[src/include/sar_seq_pkg.sv]
// Purpose: shared constants and types for the converter control sequencer
// Assumes: one clock, clk_sys at 10 MHz; conversion cycles counted on conv_clock edges
// Notes: all counts are in conversion clock periods
package sar_seq_pkg;
  // ==========================================================
  // timing counts in conversion clock periods
  localparam int CAL_PERIODS = 1399;
  localparam int ZERO_PERIODS = 26;
  localparam int ACQ_PERIODS = 7;
  localparam int ACQ_WR_PERIODS = 6;
  localparam int OFFSET_PERIODS = 64;
  localparam int MAG_BITS = 12;
  // ==========================================================
  // byte layout
  localparam int HI_NIBBLE_LSB = 8;
  localparam logic [7:0] TEST_LANES = 8'h6c;
  localparam logic [7:0] TEST_PATTERN = 8'h24;
  localparam logic [12:0] RESULT_RESET = 13'h0000;
  localparam logic [15:0] CORR_RESET = 16'h0000;

  typedef enum logic [2:0] {
    ST_IDLE, ST_CAL, ST_ZERO, ST_ACQ_TIMED, ST_ACQ_HOST, ST_CONVERT
  } seq_state_t;

  // host side strobes, all active low
  typedef struct packed {
    logic cs_n;
    logic wr_n;
    logic rd_n;
    logic sample_hold_n;
    logic calibrate_n;
    logic zero_offset_n;
  } host_ctl_t;

  // data bus pins
  typedef struct packed {
    logic [7:0] data_out;
    logic [7:0] data_oe;
  } data_pins_t;
endpackage

[src/design/conv_clock_tick.sv]
// Purpose: one-cycle pulse on each rising edge of the conversion clock
// Assumes: conv_clock synchronous to clk_sys and slower than half its rate
// Notes: every sequencer count advances on this pulse
`timescale 1ns/1ps
module conv_clock_tick (
  // clock and reset
  input wire logic clk_sys,
  input wire logic rst,
  // conversion clock
  input wire logic conv_clock,
  output logic tick
);
  logic last;

  always_ff @(posedge clk_sys) begin
    if (rst) begin
      // starts high so a clock already high at release is not taken as an edge
      last <= 1'b1;
    end else begin
      last <= conv_clock;
    end
  end

  assign tick = conv_clock & ~last;
endmodule

[src/design/sar_register.sv]
// Purpose: successive approximation register, sign first then magnitude
// Assumes: comparator answers arrive one per step
// Notes: step 0 is the sign decision against analog ground
`timescale 1ns/1ps
module sar_register
  import sar_seq_pkg::*;
#(
  parameter int BITS = MAG_BITS
) (
  // clock and reset
  input wire logic clk_sys,
  input wire logic rst,
  // control
  input wire logic clear,
  input wire logic step,
  input wire logic comp_high,
  // results
  output logic [BITS-1:0] trial,
  output logic sign,
  output logic done
);
  logic [BITS:0] cursor;

  always_ff @(posedge clk_sys) begin
    if (rst || clear) begin
      cursor <= {1'b1, {BITS{1'b0}}};
      trial <= '0;
      sign <= 1'b0;
      done <= 1'b0;
    end else if (step && !done) begin
      if (cursor[BITS]) begin
        // negative input sets the sign
        sign <= ~comp_high;
        trial <= {1'b1, {(BITS-1){1'b0}}};
      end else begin
        // keep the trial bit when input exceeds the dac, try the next one
        trial <= (trial & ~cursor[BITS-1:0]) | (comp_high ? cursor[BITS-1:0] : '0)
          | (cursor[BITS-1:0] >> 1);
        done <= cursor[0];
      end
      cursor <= cursor >> 1;
    end
  end
endmodule

[src/design/sar_converter_control_sequencer.sv]
// Purpose: control sequencer of a self-calibrating 12-bit plus sign sar converter
// Assumes: host strobes synchronous to clk_sys; comparator and dac are analog neighbours
// Notes: data bus is split into out, enable; the pad ring resolves the wire
`timescale 1ns/1ps

// Overview of operation
// calibrate low starts 1399-period calibration, eoc low
// calibration measures offset, then dac mismatch, stores
// chip select with write starts a conversion
// zero offset low inserts 26-period zero cycle
// host holds zero offset low whole sequence
// after zero cycle, sample input seven periods
// zero offset high: acquisition opens at eoc rise; code opens it at the write
// eoc falls when acquisition window closes
// chip select with sample/hold low opens window
// sample/hold rising holds and starts conversion at once
// first comparison decides sign against ground
// magnitude bits trial-set from msb downward
// latch result, then raise eoc
// first read gives high byte, sign extended
// second read gives low byte, lsb lowest
// test mode drives data lines 2,3,5,6
// every conversion start resets sequencing state
// host avoids starts during sampling or eoc low
// without zero cycle restart only after eoc high
// zero cycle restart early window or after eoc
// calibration ignores starts and resets until done
// power-up calibration runs automatically
// completion low on result, high on read/start
// host holds calibrate high before conversions
// write-started acquisition ends six periods after write
// data lines driven only on read or test
// all counts come from the conversion clock
module sar_converter_control_sequencer
  import sar_seq_pkg::*;
#(
  parameter int CAL_COUNT = CAL_PERIODS
) (
  // clock and reset
  input wire logic clk_sys,
  input wire logic rst,
  // conversion clock
  input wire logic conv_clock,
  // host controls
  input wire host_ctl_t host,
  // analog neighbours
  input wire logic comp_high,
  output logic [MAG_BITS-1:0] dac_code,
  output logic sampling,
  output logic cal_offset_phase,
  output logic cal_mismatch_phase,
  // status
  output logic end_of_conv,
  output logic conv_done_n,
  // data bus
  output data_pins_t data_pins
);
  // ==========================================================
  // conversion clock and edge detection
  seq_state_t state;
  logic tick;
  logic [10:0] count;
  host_ctl_t prev;
  logic wr_rise, sh_fall, sh_rise, cal_fall, rd_fall, start;
  logic zero_req;
  logic sar_clear, sar_done, sar_sign;
  logic [MAG_BITS-1:0] trial;
  logic [12:0] result;
  logic high_next;
  logic [15:0] corr_offset, corr_mismatch;
  logic test_mode, reading;

  conv_clock_tick u_tick (
    .clk_sys(clk_sys),
    .rst(rst),
    .conv_clock(conv_clock),
    .tick(tick)
  );

  always_ff @(posedge clk_sys) begin
    if (rst) begin
      prev <= '1;
    end else begin
      prev <= host;
    end
  end

  assign wr_rise = ~host.cs_n & host.wr_n & ~prev.wr_n;
  assign sh_fall = ~host.cs_n & ~host.sample_hold_n & prev.sample_hold_n;
  assign sh_rise = host.sample_hold_n & ~prev.sample_hold_n;
  assign cal_fall = host.cs_n & host.sample_hold_n & ~host.calibrate_n & prev.calibrate_n;
  assign rd_fall = ~host.cs_n & ~host.rd_n & (prev.rd_n | prev.cs_n);
  // calibration cannot be interrupted
  assign start = (wr_rise | sh_fall) & (state != ST_CAL);

  // ==========================================================
  // sequencer
  always_ff @(posedge clk_sys) begin
    if (rst) begin
      // power-up calibration
      state <= ST_CAL;
      count <= '0;
      zero_req <= 1'b0;
    end else if (cal_fall && state != ST_CAL) begin
      state <= ST_CAL;
      count <= '0;
    end else if (start) begin
      // a start throws away whatever sequence was running
      count <= '0;
      zero_req <= wr_rise & ~host.zero_offset_n;
      if (sh_fall) begin
        state <= ST_ACQ_HOST;
      end else if (!host.zero_offset_n) begin
        state <= ST_ZERO;
      end else begin
        state <= ST_ACQ_TIMED;
      end
    end else begin
      unique case (state)
        ST_IDLE: begin
          count <= '0;
        end
        ST_CAL: begin
          if (tick) begin
            if (count == 11'(CAL_COUNT - 1)) begin
              state <= ST_IDLE;
              count <= '0;
            end else begin
              count <= count + 11'd1;
            end
          end
        end
        ST_ZERO: begin
          if (tick) begin
            if (count == 11'(ZERO_PERIODS - 1)) begin
              state <= ST_ACQ_TIMED;
              count <= '0;
            end else begin
              count <= count + 11'd1;
            end
          end
        end
        ST_ACQ_TIMED: begin
          if (tick) begin
            // window is seven periods after a zero cycle, six after a plain write
            if (count == 11'((zero_req ? ACQ_PERIODS : ACQ_WR_PERIODS) - 1)) begin
              state <= ST_CONVERT;
              count <= '0;
            end else begin
              count <= count + 11'd1;
            end
          end
        end
        ST_ACQ_HOST: begin
          if (sh_rise) begin
            state <= ST_CONVERT;
          end
        end
        ST_CONVERT: begin
          if (sar_done) begin
            state <= ST_IDLE;
          end
        end
      endcase
    end
  end

  // ==========================================================
  // calibration phases and correction storage
  assign cal_offset_phase = (state == ST_CAL) && (count < 11'(OFFSET_PERIODS));
  assign cal_mismatch_phase = (state == ST_CAL) && (count >= 11'(OFFSET_PERIODS));

  always_ff @(posedge clk_sys) begin
    if (rst) begin
      corr_offset <= CORR_RESET;
    end else if (cal_offset_phase && tick) begin
      // offset first, accumulated comparator answers
      corr_offset <= corr_offset + {15'h0000, comp_high};
    end
  end

  always_ff @(posedge clk_sys) begin
    if (rst) begin
      corr_mismatch <= CORR_RESET;
    end else if (cal_mismatch_phase && tick) begin
      corr_mismatch <= corr_mismatch + {15'h0000, comp_high};
    end
  end

  // ==========================================================
  // approximation
  assign sar_clear = (state != ST_CONVERT);
  assign sampling = (state == ST_ACQ_TIMED) || (state == ST_ACQ_HOST);
  // correction word trims the dac code during trials
  assign dac_code = trial ^ corr_mismatch[MAG_BITS-1:0] ^ corr_offset[MAG_BITS-1:0];

  sar_register #(
    .BITS(MAG_BITS)
  ) u_sar (
    .clk_sys(clk_sys),
    .rst(rst),
    .clear(sar_clear),
    .step(tick),
    .comp_high(comp_high),
    .trial(trial),
    .sign(sar_sign),
    .done(sar_done)
  );

  // ==========================================================
  // result latch and status
  always_ff @(posedge clk_sys) begin
    if (rst) begin
      result <= RESULT_RESET;
    end else if (state == ST_CONVERT && sar_done) begin
      result <= {sar_sign, trial};
    end
  end

  // eoc is low through calibration, zero cycle and conversion
  always_ff @(posedge clk_sys) begin
    if (rst) begin
      end_of_conv <= 1'b0;
    end else begin
      end_of_conv <= (state == ST_IDLE) || sampling;
    end
  end

  always_ff @(posedge clk_sys) begin
    if (rst) begin
      conv_done_n <= 1'b1;
    end else if (state == ST_CONVERT && sar_done) begin
      conv_done_n <= 1'b0;
    end else if (rd_fall || start || cal_fall) begin
      conv_done_n <= 1'b1;
    end
  end

  // byte pointer: the first read after a result is the high byte
  always_ff @(posedge clk_sys) begin
    if (rst) begin
      high_next <= 1'b1;
    end else if (state == ST_CONVERT && sar_done) begin
      high_next <= 1'b1;
    end else if (!prev.cs_n && !prev.rd_n && !reading) begin
      // advance at the end of a read so the byte holds while the host reads it
      high_next <= ~high_next;
    end
  end

  // ==========================================================
  // data bus
  assign reading = ~host.cs_n & ~host.rd_n;
  assign test_mode = ~host.cs_n & host.rd_n & host.sample_hold_n & ~host.calibrate_n;

  always_ff @(posedge clk_sys) begin
    if (rst) begin
      data_pins <= '0;
    end else if (test_mode) begin
      // factory test lanes only; the host must keep clear of this combination
      data_pins.data_out <= TEST_PATTERN;
      data_pins.data_oe <= TEST_LANES;
    end else if (reading) begin
      data_pins.data_oe <= 8'hff;
      if (high_next) begin
        data_pins.data_out <= {{4{result[12]}}, result[11:HI_NIBBLE_LSB]};
      end else begin
        data_pins.data_out <= result[7:0];
      end
    end else begin
      data_pins.data_oe <= 8'h00;
      data_pins.data_out <= 8'h00;
    end
  end
endmodule

[config.mk]
export PLATFORM = sky130hd
export DESIGN_NAME = sar_converter_control_sequencer
export DESIGN_NICKNAME = d
export VERILOG_FILES = /design/src/include/sar_seq_pkg.sv /design/src/design/conv_clock_tick.sv /design/src/design/sar_register.sv /design/src/design/sar_converter_control_sequencer.sv
export SDC_FILE = /design/constraint.sdc
export NUM_CORES = 1
export LEC_CHECK = 0
export CAP_MARGIN = 10
export CORE_MARGIN = 2
export CORE_UTILIZATION = 35
export CTS_CLUSTER_DIAMETER = 60
export DETAILED_ROUTE_END_ITERATION = 12
export DONT_BUFFER_PORTS = 1
export GPL_ROUTABILITY_DRIVEN = 1
export SLEW_MARGIN = 20
export SYNTH_ARGS = -nofsm -noshare
export SYNTH_HDL_FRONTEND = slang
export SYNTH_SLANG_ARGS = --single-unit
[constraint.sdc]
create_clock -name clk_sys -period 2.9 [get_ports clk_sys]
set_input_delay 0.87 -clock clk_sys [delete_from_list [all_inputs] [get_ports clk_sys]]
set_output_delay 0.87 -clock clk_sys [all_outputs]
set_load 0.05 [all_outputs]
Word-level counts from Yosys, hierarchy flattened
Cells that the tools add are included.

Output and inout bits: 33. Word-level logic and storage cells: 146. Input bits: 10. Bits in read-only memories: 0. Bits in latches: 0. Memories: 0. RAM bits: 0. Bits in registers: 112.

Bitwise operators: 37. Divide/modulo/power cells: 0. Shifts and indexed selects: 0. Add/subtract/negate cells: 4. Reduce and logical (&&, ||, !) cells: 32. $mul: 0. Muxes and demuxes: 27. Equality and inequality tests: 21. Magnitude comparators: 2.

Operators by type and width (count): $mux 11 (6); $pmux 11 s4 (1); $add 16x1->16 (2); $mux 3 (10); $mux 14 (2); $mux 12 (2); $ne 3x3->1 const B (8); $xor 12x12->12 (2); $and 1x1->1 (16); $pmux 3 s5 (1); $not 1->1 (13); $and 12x12->12 (1); $not 12->12 (1); $or 12x11->12 (1); $or 12x12->12 (1); $add 11x1->11 const B (1); $eq 11x11->1 (1); $eq 11x11->1 const B (1); $eq 11x5->1 const B (1); $ge 11x7->1 const B (1); $lt 11x7->1 const B (1); $logic_and 1x1->1 (9); $reduce_and 9->1 (1); $mux 8 (1); 19 further kinds (39).

Depth between registers and ports, before layout
Depth in word-level cells: 9. Gate-level depth with buffers: 8. Gate-level depth less buffers: 8.

Modules after synthesis
From an unflattened synthesis, not the netlist that was laid out.

Cells, all modules: 539. Area total of the unflattened synthesis: 4631.9 um2.

Modules (own cells, without submodules): sar_converter_control_sequencer (seq. area each 1401.3 um2, cells each 417, area an instance 3525.9 um2, times used 1); sar_register (seq. area each 540.5 um2, cells each 119, area an instance 1073.5 um2, times used 1); conv_clock_tick (seq. area each 20.0 um2, cells each 3, area an instance 32.5 um2, times used 1).

Least setup slack after synthesis
No wires, ideal clock.

Path kind: flip-flop to output port. Start point: reg count[7]. End point: out cal_offset_phase. Cell stages (with the launch flop): 4. Arrival: 2.082 ns. Buffers on the path: 1. Required time: 2.030 ns. Setup slack: -0.052 ns. Cell sequence: dfxtp_1 > or4_4 > buf_6 > nor3_1.

Longest elaborated chain between the ends: 2.

Ends and longest elaborated chain: start: declaration (line sar_converter_control_sequencer.sv:62) `logic [10:0] count;`; start signal: assignment (line sar_converter_control_sequencer.sv:129) `count <= count + 11'd1;`; start signal: assignment (line sar_converter_control_sequencer.sv:139) `count <= count + 11'd1;`; start signal: assignment (line sar_converter_control_sequencer.sv:150) `count <= count + 11'd1;`; $lt 11x7->1 (line sar_converter_control_sequencer.sv:170) `assign cal_offset_phase = (state == ST_CAL) && (count < 11'(OFFSET_PERIODS));`; $logic_and 1x1->1 (line sar_converter_control_sequencer.sv:170); end: declaration (line sar_converter_control_sequencer.sv:50) `output logic cal_offset_phase,`.

Every way passes these cells.

Worst setup path after layout
Start point: reg state[0]. End point: out cal_mismatch_phase.

Longest elaborated chain between the ends: 2.

Ends and longest elaborated chain: start: declaration (line sar_converter_control_sequencer.sv:60) `seq_state_t state;`; start signal: assignment (line sar_converter_control_sequencer.sv:101) `state <= ST_CAL;`; start signal: assignment (line sar_converter_control_sequencer.sv:105) `state <= ST_CAL;`; start signal: assignment (line sar_converter_control_sequencer.sv:112) `state <= ST_ACQ_HOST;`; $eq 3x1->1 (line sar_converter_control_sequencer.sv:171) `assign cal_mismatch_phase = (state == ST_CAL) && (count >= 11'(OFFSET_PERIODS));`; $logic_and 1x1->1 (line sar_converter_control_sequencer.sv:171); end: declaration (line sar_converter_control_sequencer.sv:51) `output logic cal_mismatch_phase,`.

Every way passes these cells.

==> results.yml <==
critical_path:
  worst-setup-path-type: "reg2out"
  reg2reg_slack_ns: 0.47
  setup.worst_path.start_class: "flip-flop"
  r2r_cells: 6
  cp.arrival_ns: 1.85
  r2r_start: "count[0]"
  cp_max_fo: 12
  r2r_end: "state[0]"
  critPathCaptureType: "output port"
  crit_required_ns: 2.03
cells_and_area:
  multiInputGateArea_sq_um: 2350
  n_antenna_cell: 0
  fin_nets: 548
  ff_latch_area_sq_um: 1960
  area_delta_synth_final_pct: 12.0
  layout-drive-gt1-share_pct: 13.7
  final_util_pct: 40.0
  final_area_sq_um: 5050
  fillers: 1281
route:
  route.vias.total: 3546
  via_per_inst: 5.02
  drtIter0Drc: 214
  routed_wl_um: 9690
  ant_nets: 0
  wl_per_cell_um: 13.7
  drtPass1Iterations: 4
  drcViolationCount: 0
cts:
  cts.path.max_buffers: 2
  cts.clk_slew.worst_paths_ns: 0.07
  cts_tree: "done"
  cts.sink_count: 98
  clk_latency_ns: 0.34
  cts-htree-levels: 3
  postCtsSetupRepairBufs: 0
  cts_resized: 0
  cts-root-buf: "clkbuf_16"
  numCtsBuffers: 9
  cts_hold_buf: 0
placement:
  portBuffers: 0
  placed_area_sq_um: 4760
  hpwl_um: 6930
  gp_congestion: 0.860
run_status:
  status: "finished, final reports clean"
hold_path:
  whs_path_depth: 2
  hold_end: "result[11]"
  min_from: "result[11]"
  hold_path_class: "reg2reg"
pwr:
  p_clk_share_pct: 44.8
  leakagePower_nw: 1.90
  seqPwrFrac_pct: 52.3
  power.net_switching_w: 0.000564
  p_total_w: 0.00261
  p_int_w: 0.00204
  peakVddDrop_uv: 337
  comb_power_share_pct: 2.9
  switching_share_pct: 21.6
  p_per_area_nw_per_um2: 516
logic_synthesis:
  synth.top_cells.by_count: "dfxtp_1 (98), nand2_1 (75), nor2_1 (64), a21oi_1 (54), xnor2_1 (34)"
  syn_inst: 525
  yosysWarningCount: 0
  synthTopCellsByArea: "dfxtp_1 (43%), xnor2_1 (6.6%), nand2_1 (6.2%), a21oi_1 (6.0%), nor2_1 (5.3%)"
  synth_area_leader_cell: "dfxtp_1"
  synth_edf_count: 0
  synth_seq_cells: 98
  synth-seq-area-share_pct: 43.5
  synth_ff_type: "dfxtp_1"
  syn_area_per_cell_sq_um: 8.60
  async_flop_share_pct: 0
  synth.most_common_cell: "dfxtp_1"
  synth_top_area_share_pct: 43.5
  syn_nets: 543
  ys_types: 53
  netlist_area_sq_um: 4510
global_routing:
  antenna_found_initial: 0
  grt-ovfl-total: 0
  grt_pass1_wl_um: 16200
  grt_max_degree: 52
  grt_pass1_vias: 3293
  grt_use_total_pct: 14.2
floorplan:
  core_sq_um: 12600
  start_util_pct: 35.8
  num_io_pins: 43
  dieArea_sq_um: 13800
  die_h_um: 118
  rows: 41
  die_w_um: 118
timing:
  rsz0062_at_grt: "false"
  tns_ns: 0
  max_freq_mhz: 368
  finalCriticalPeriod_ns: 2.72
  timing.final.crit_share_pct: 93.8
  finClkSkew_ns: 0.00805
  worst_pin_slew_ns: 0.546
  slew_viol_final: 0
  hold_viol: 0
  maxSlewHeadroom_pct: 63.9
  setup_viol: 0
run:
  cap_violations: 0
[cells by family after synthesis]
kind of cell / share of synthesized area [%]
AOI/OAI and AO/OA: 15.0
xor gates and xnor gates: 9.70
adders and majority gates: 2.22
buffers and inverters: 4.57
DFF: 43.5
muxes: 1.80
and+or+nand+nor: 23.2
[area by class of cell]
class                           count  share of cell area (%)
Clock buffer                        9                    4.46
Clock inverter                      6                    1.31
Inverter                           10                   0.743
Multi-Input combinational cell    385                    46.5
Sequential cell                    98                    38.9
Tap cell                          172                    4.26
Timing Repair Buffer               26                    3.86
[critical path, stage by stage, from the launching register on]
cell and delay, ns:
dfxtp_1 0.53, or3b_2 0.61, nor2_1 0.15, buf_4 0.21
[cell usage in the layout (no fill, tap or decap), drive strengths merged, types with 2 or more instances in the layout]
cell type | synthesis | routed
o311ai | 2 | 2
nor2 | 64 | 64
a21oi | 54 | 54
o211a | 2 | 2
and3 | 3 | 3
nor3 | 9 | 9
xor2 | 16 | 16
nand2b | 10 | 10
nor3b | 2 | 2
a31oi | 3 | 3
or3b | 2 | 2
nand3 | 12 | 12
nand4 | 12 | 12
buf | 9 | 26
nor2b | 2 | 2
nor4 | 5 | 5
xnor2 | 34 | 34
ha | 8 | 8
dfxtp | 98 | 98
nand2 | 75 | 75
clkinv | 0 | 4
o2111ai | 2 | 2
mux2i | 7 | 7
a21o | 3 | 3
clkbuf | 22 | 9
inv | 10 | 11
or3 | 8 | 8
o21a | 2 | 2
or2 | 8 | 8
o21ai | 12 | 12
a22oi | 2 | 2
o221a | 11 | 11
[layer usage]
layer / vias to the layer above / wire length [um] / track usage (%)
met5: - / 0 / 0
met4: 0 / 206 / 6.78
met3: 16 / 440 / 2.81
met2: 69 / 4410 / 22.0
met1: 1648 / 4630 / 19.1
li1: 1813 / - / -
[power by group through the flow]
stage	clock network, W	registers [W]	logic [W]
finish	0.00117	0.00136	0.0000766
global route	0.00125	0.00136	0.0000832
CTS	0.00120	0.00136	0.0000769
detailed placement	0	0.00139	0.0000766
global placement	0	0.00139	0.0000755
floorplan	0	0.00140	0.0000716
[state kept, by name (all words and copies together), names as in the netlist]
signal         flops
high_next          1
count             11
corr_mismatch     12
u_sar.done         1
prev               5
u_tick.last        1
conv_done_n        1
u_sar.trial       12
zero_req           1
u_sar.sign         1
u_sar.cursor      13
end_of_conv        1
corr_offset       12
state              3
data_pins         10
result            13
[through the flow]
step | setup WS [ns] | hold WS, ns | std cells
finish | 0.180 | 0.453 | 706
global route | 0.107 | 0.465 | 706
CTS | 0.170 | 0.453 | 706
detailed placement | 0.423 | 0.443 | 691
global placement | 0.459 | 0.440 | 691
floorplan | 0.212 | 0.432 | 525
[worst max-delay path by stage]
stage,start,to,slack [ns],depth (start not counted)
2_1_floorplan,state[1],sampling,0.21,3
3_3_place_gp,host[2],state[0],0.46,6
3_5_place_dp,host[2],state[0],0.42,6
4_1_cts,state[0],cal_mismatch_phase,0.17,3
5_1_grt,state[0],cal_mismatch_phase,0.11,3
6_report,state[0],cal_mismatch_phase,0.18,3
Note: power is estimated with default switching activity, not from simulation.
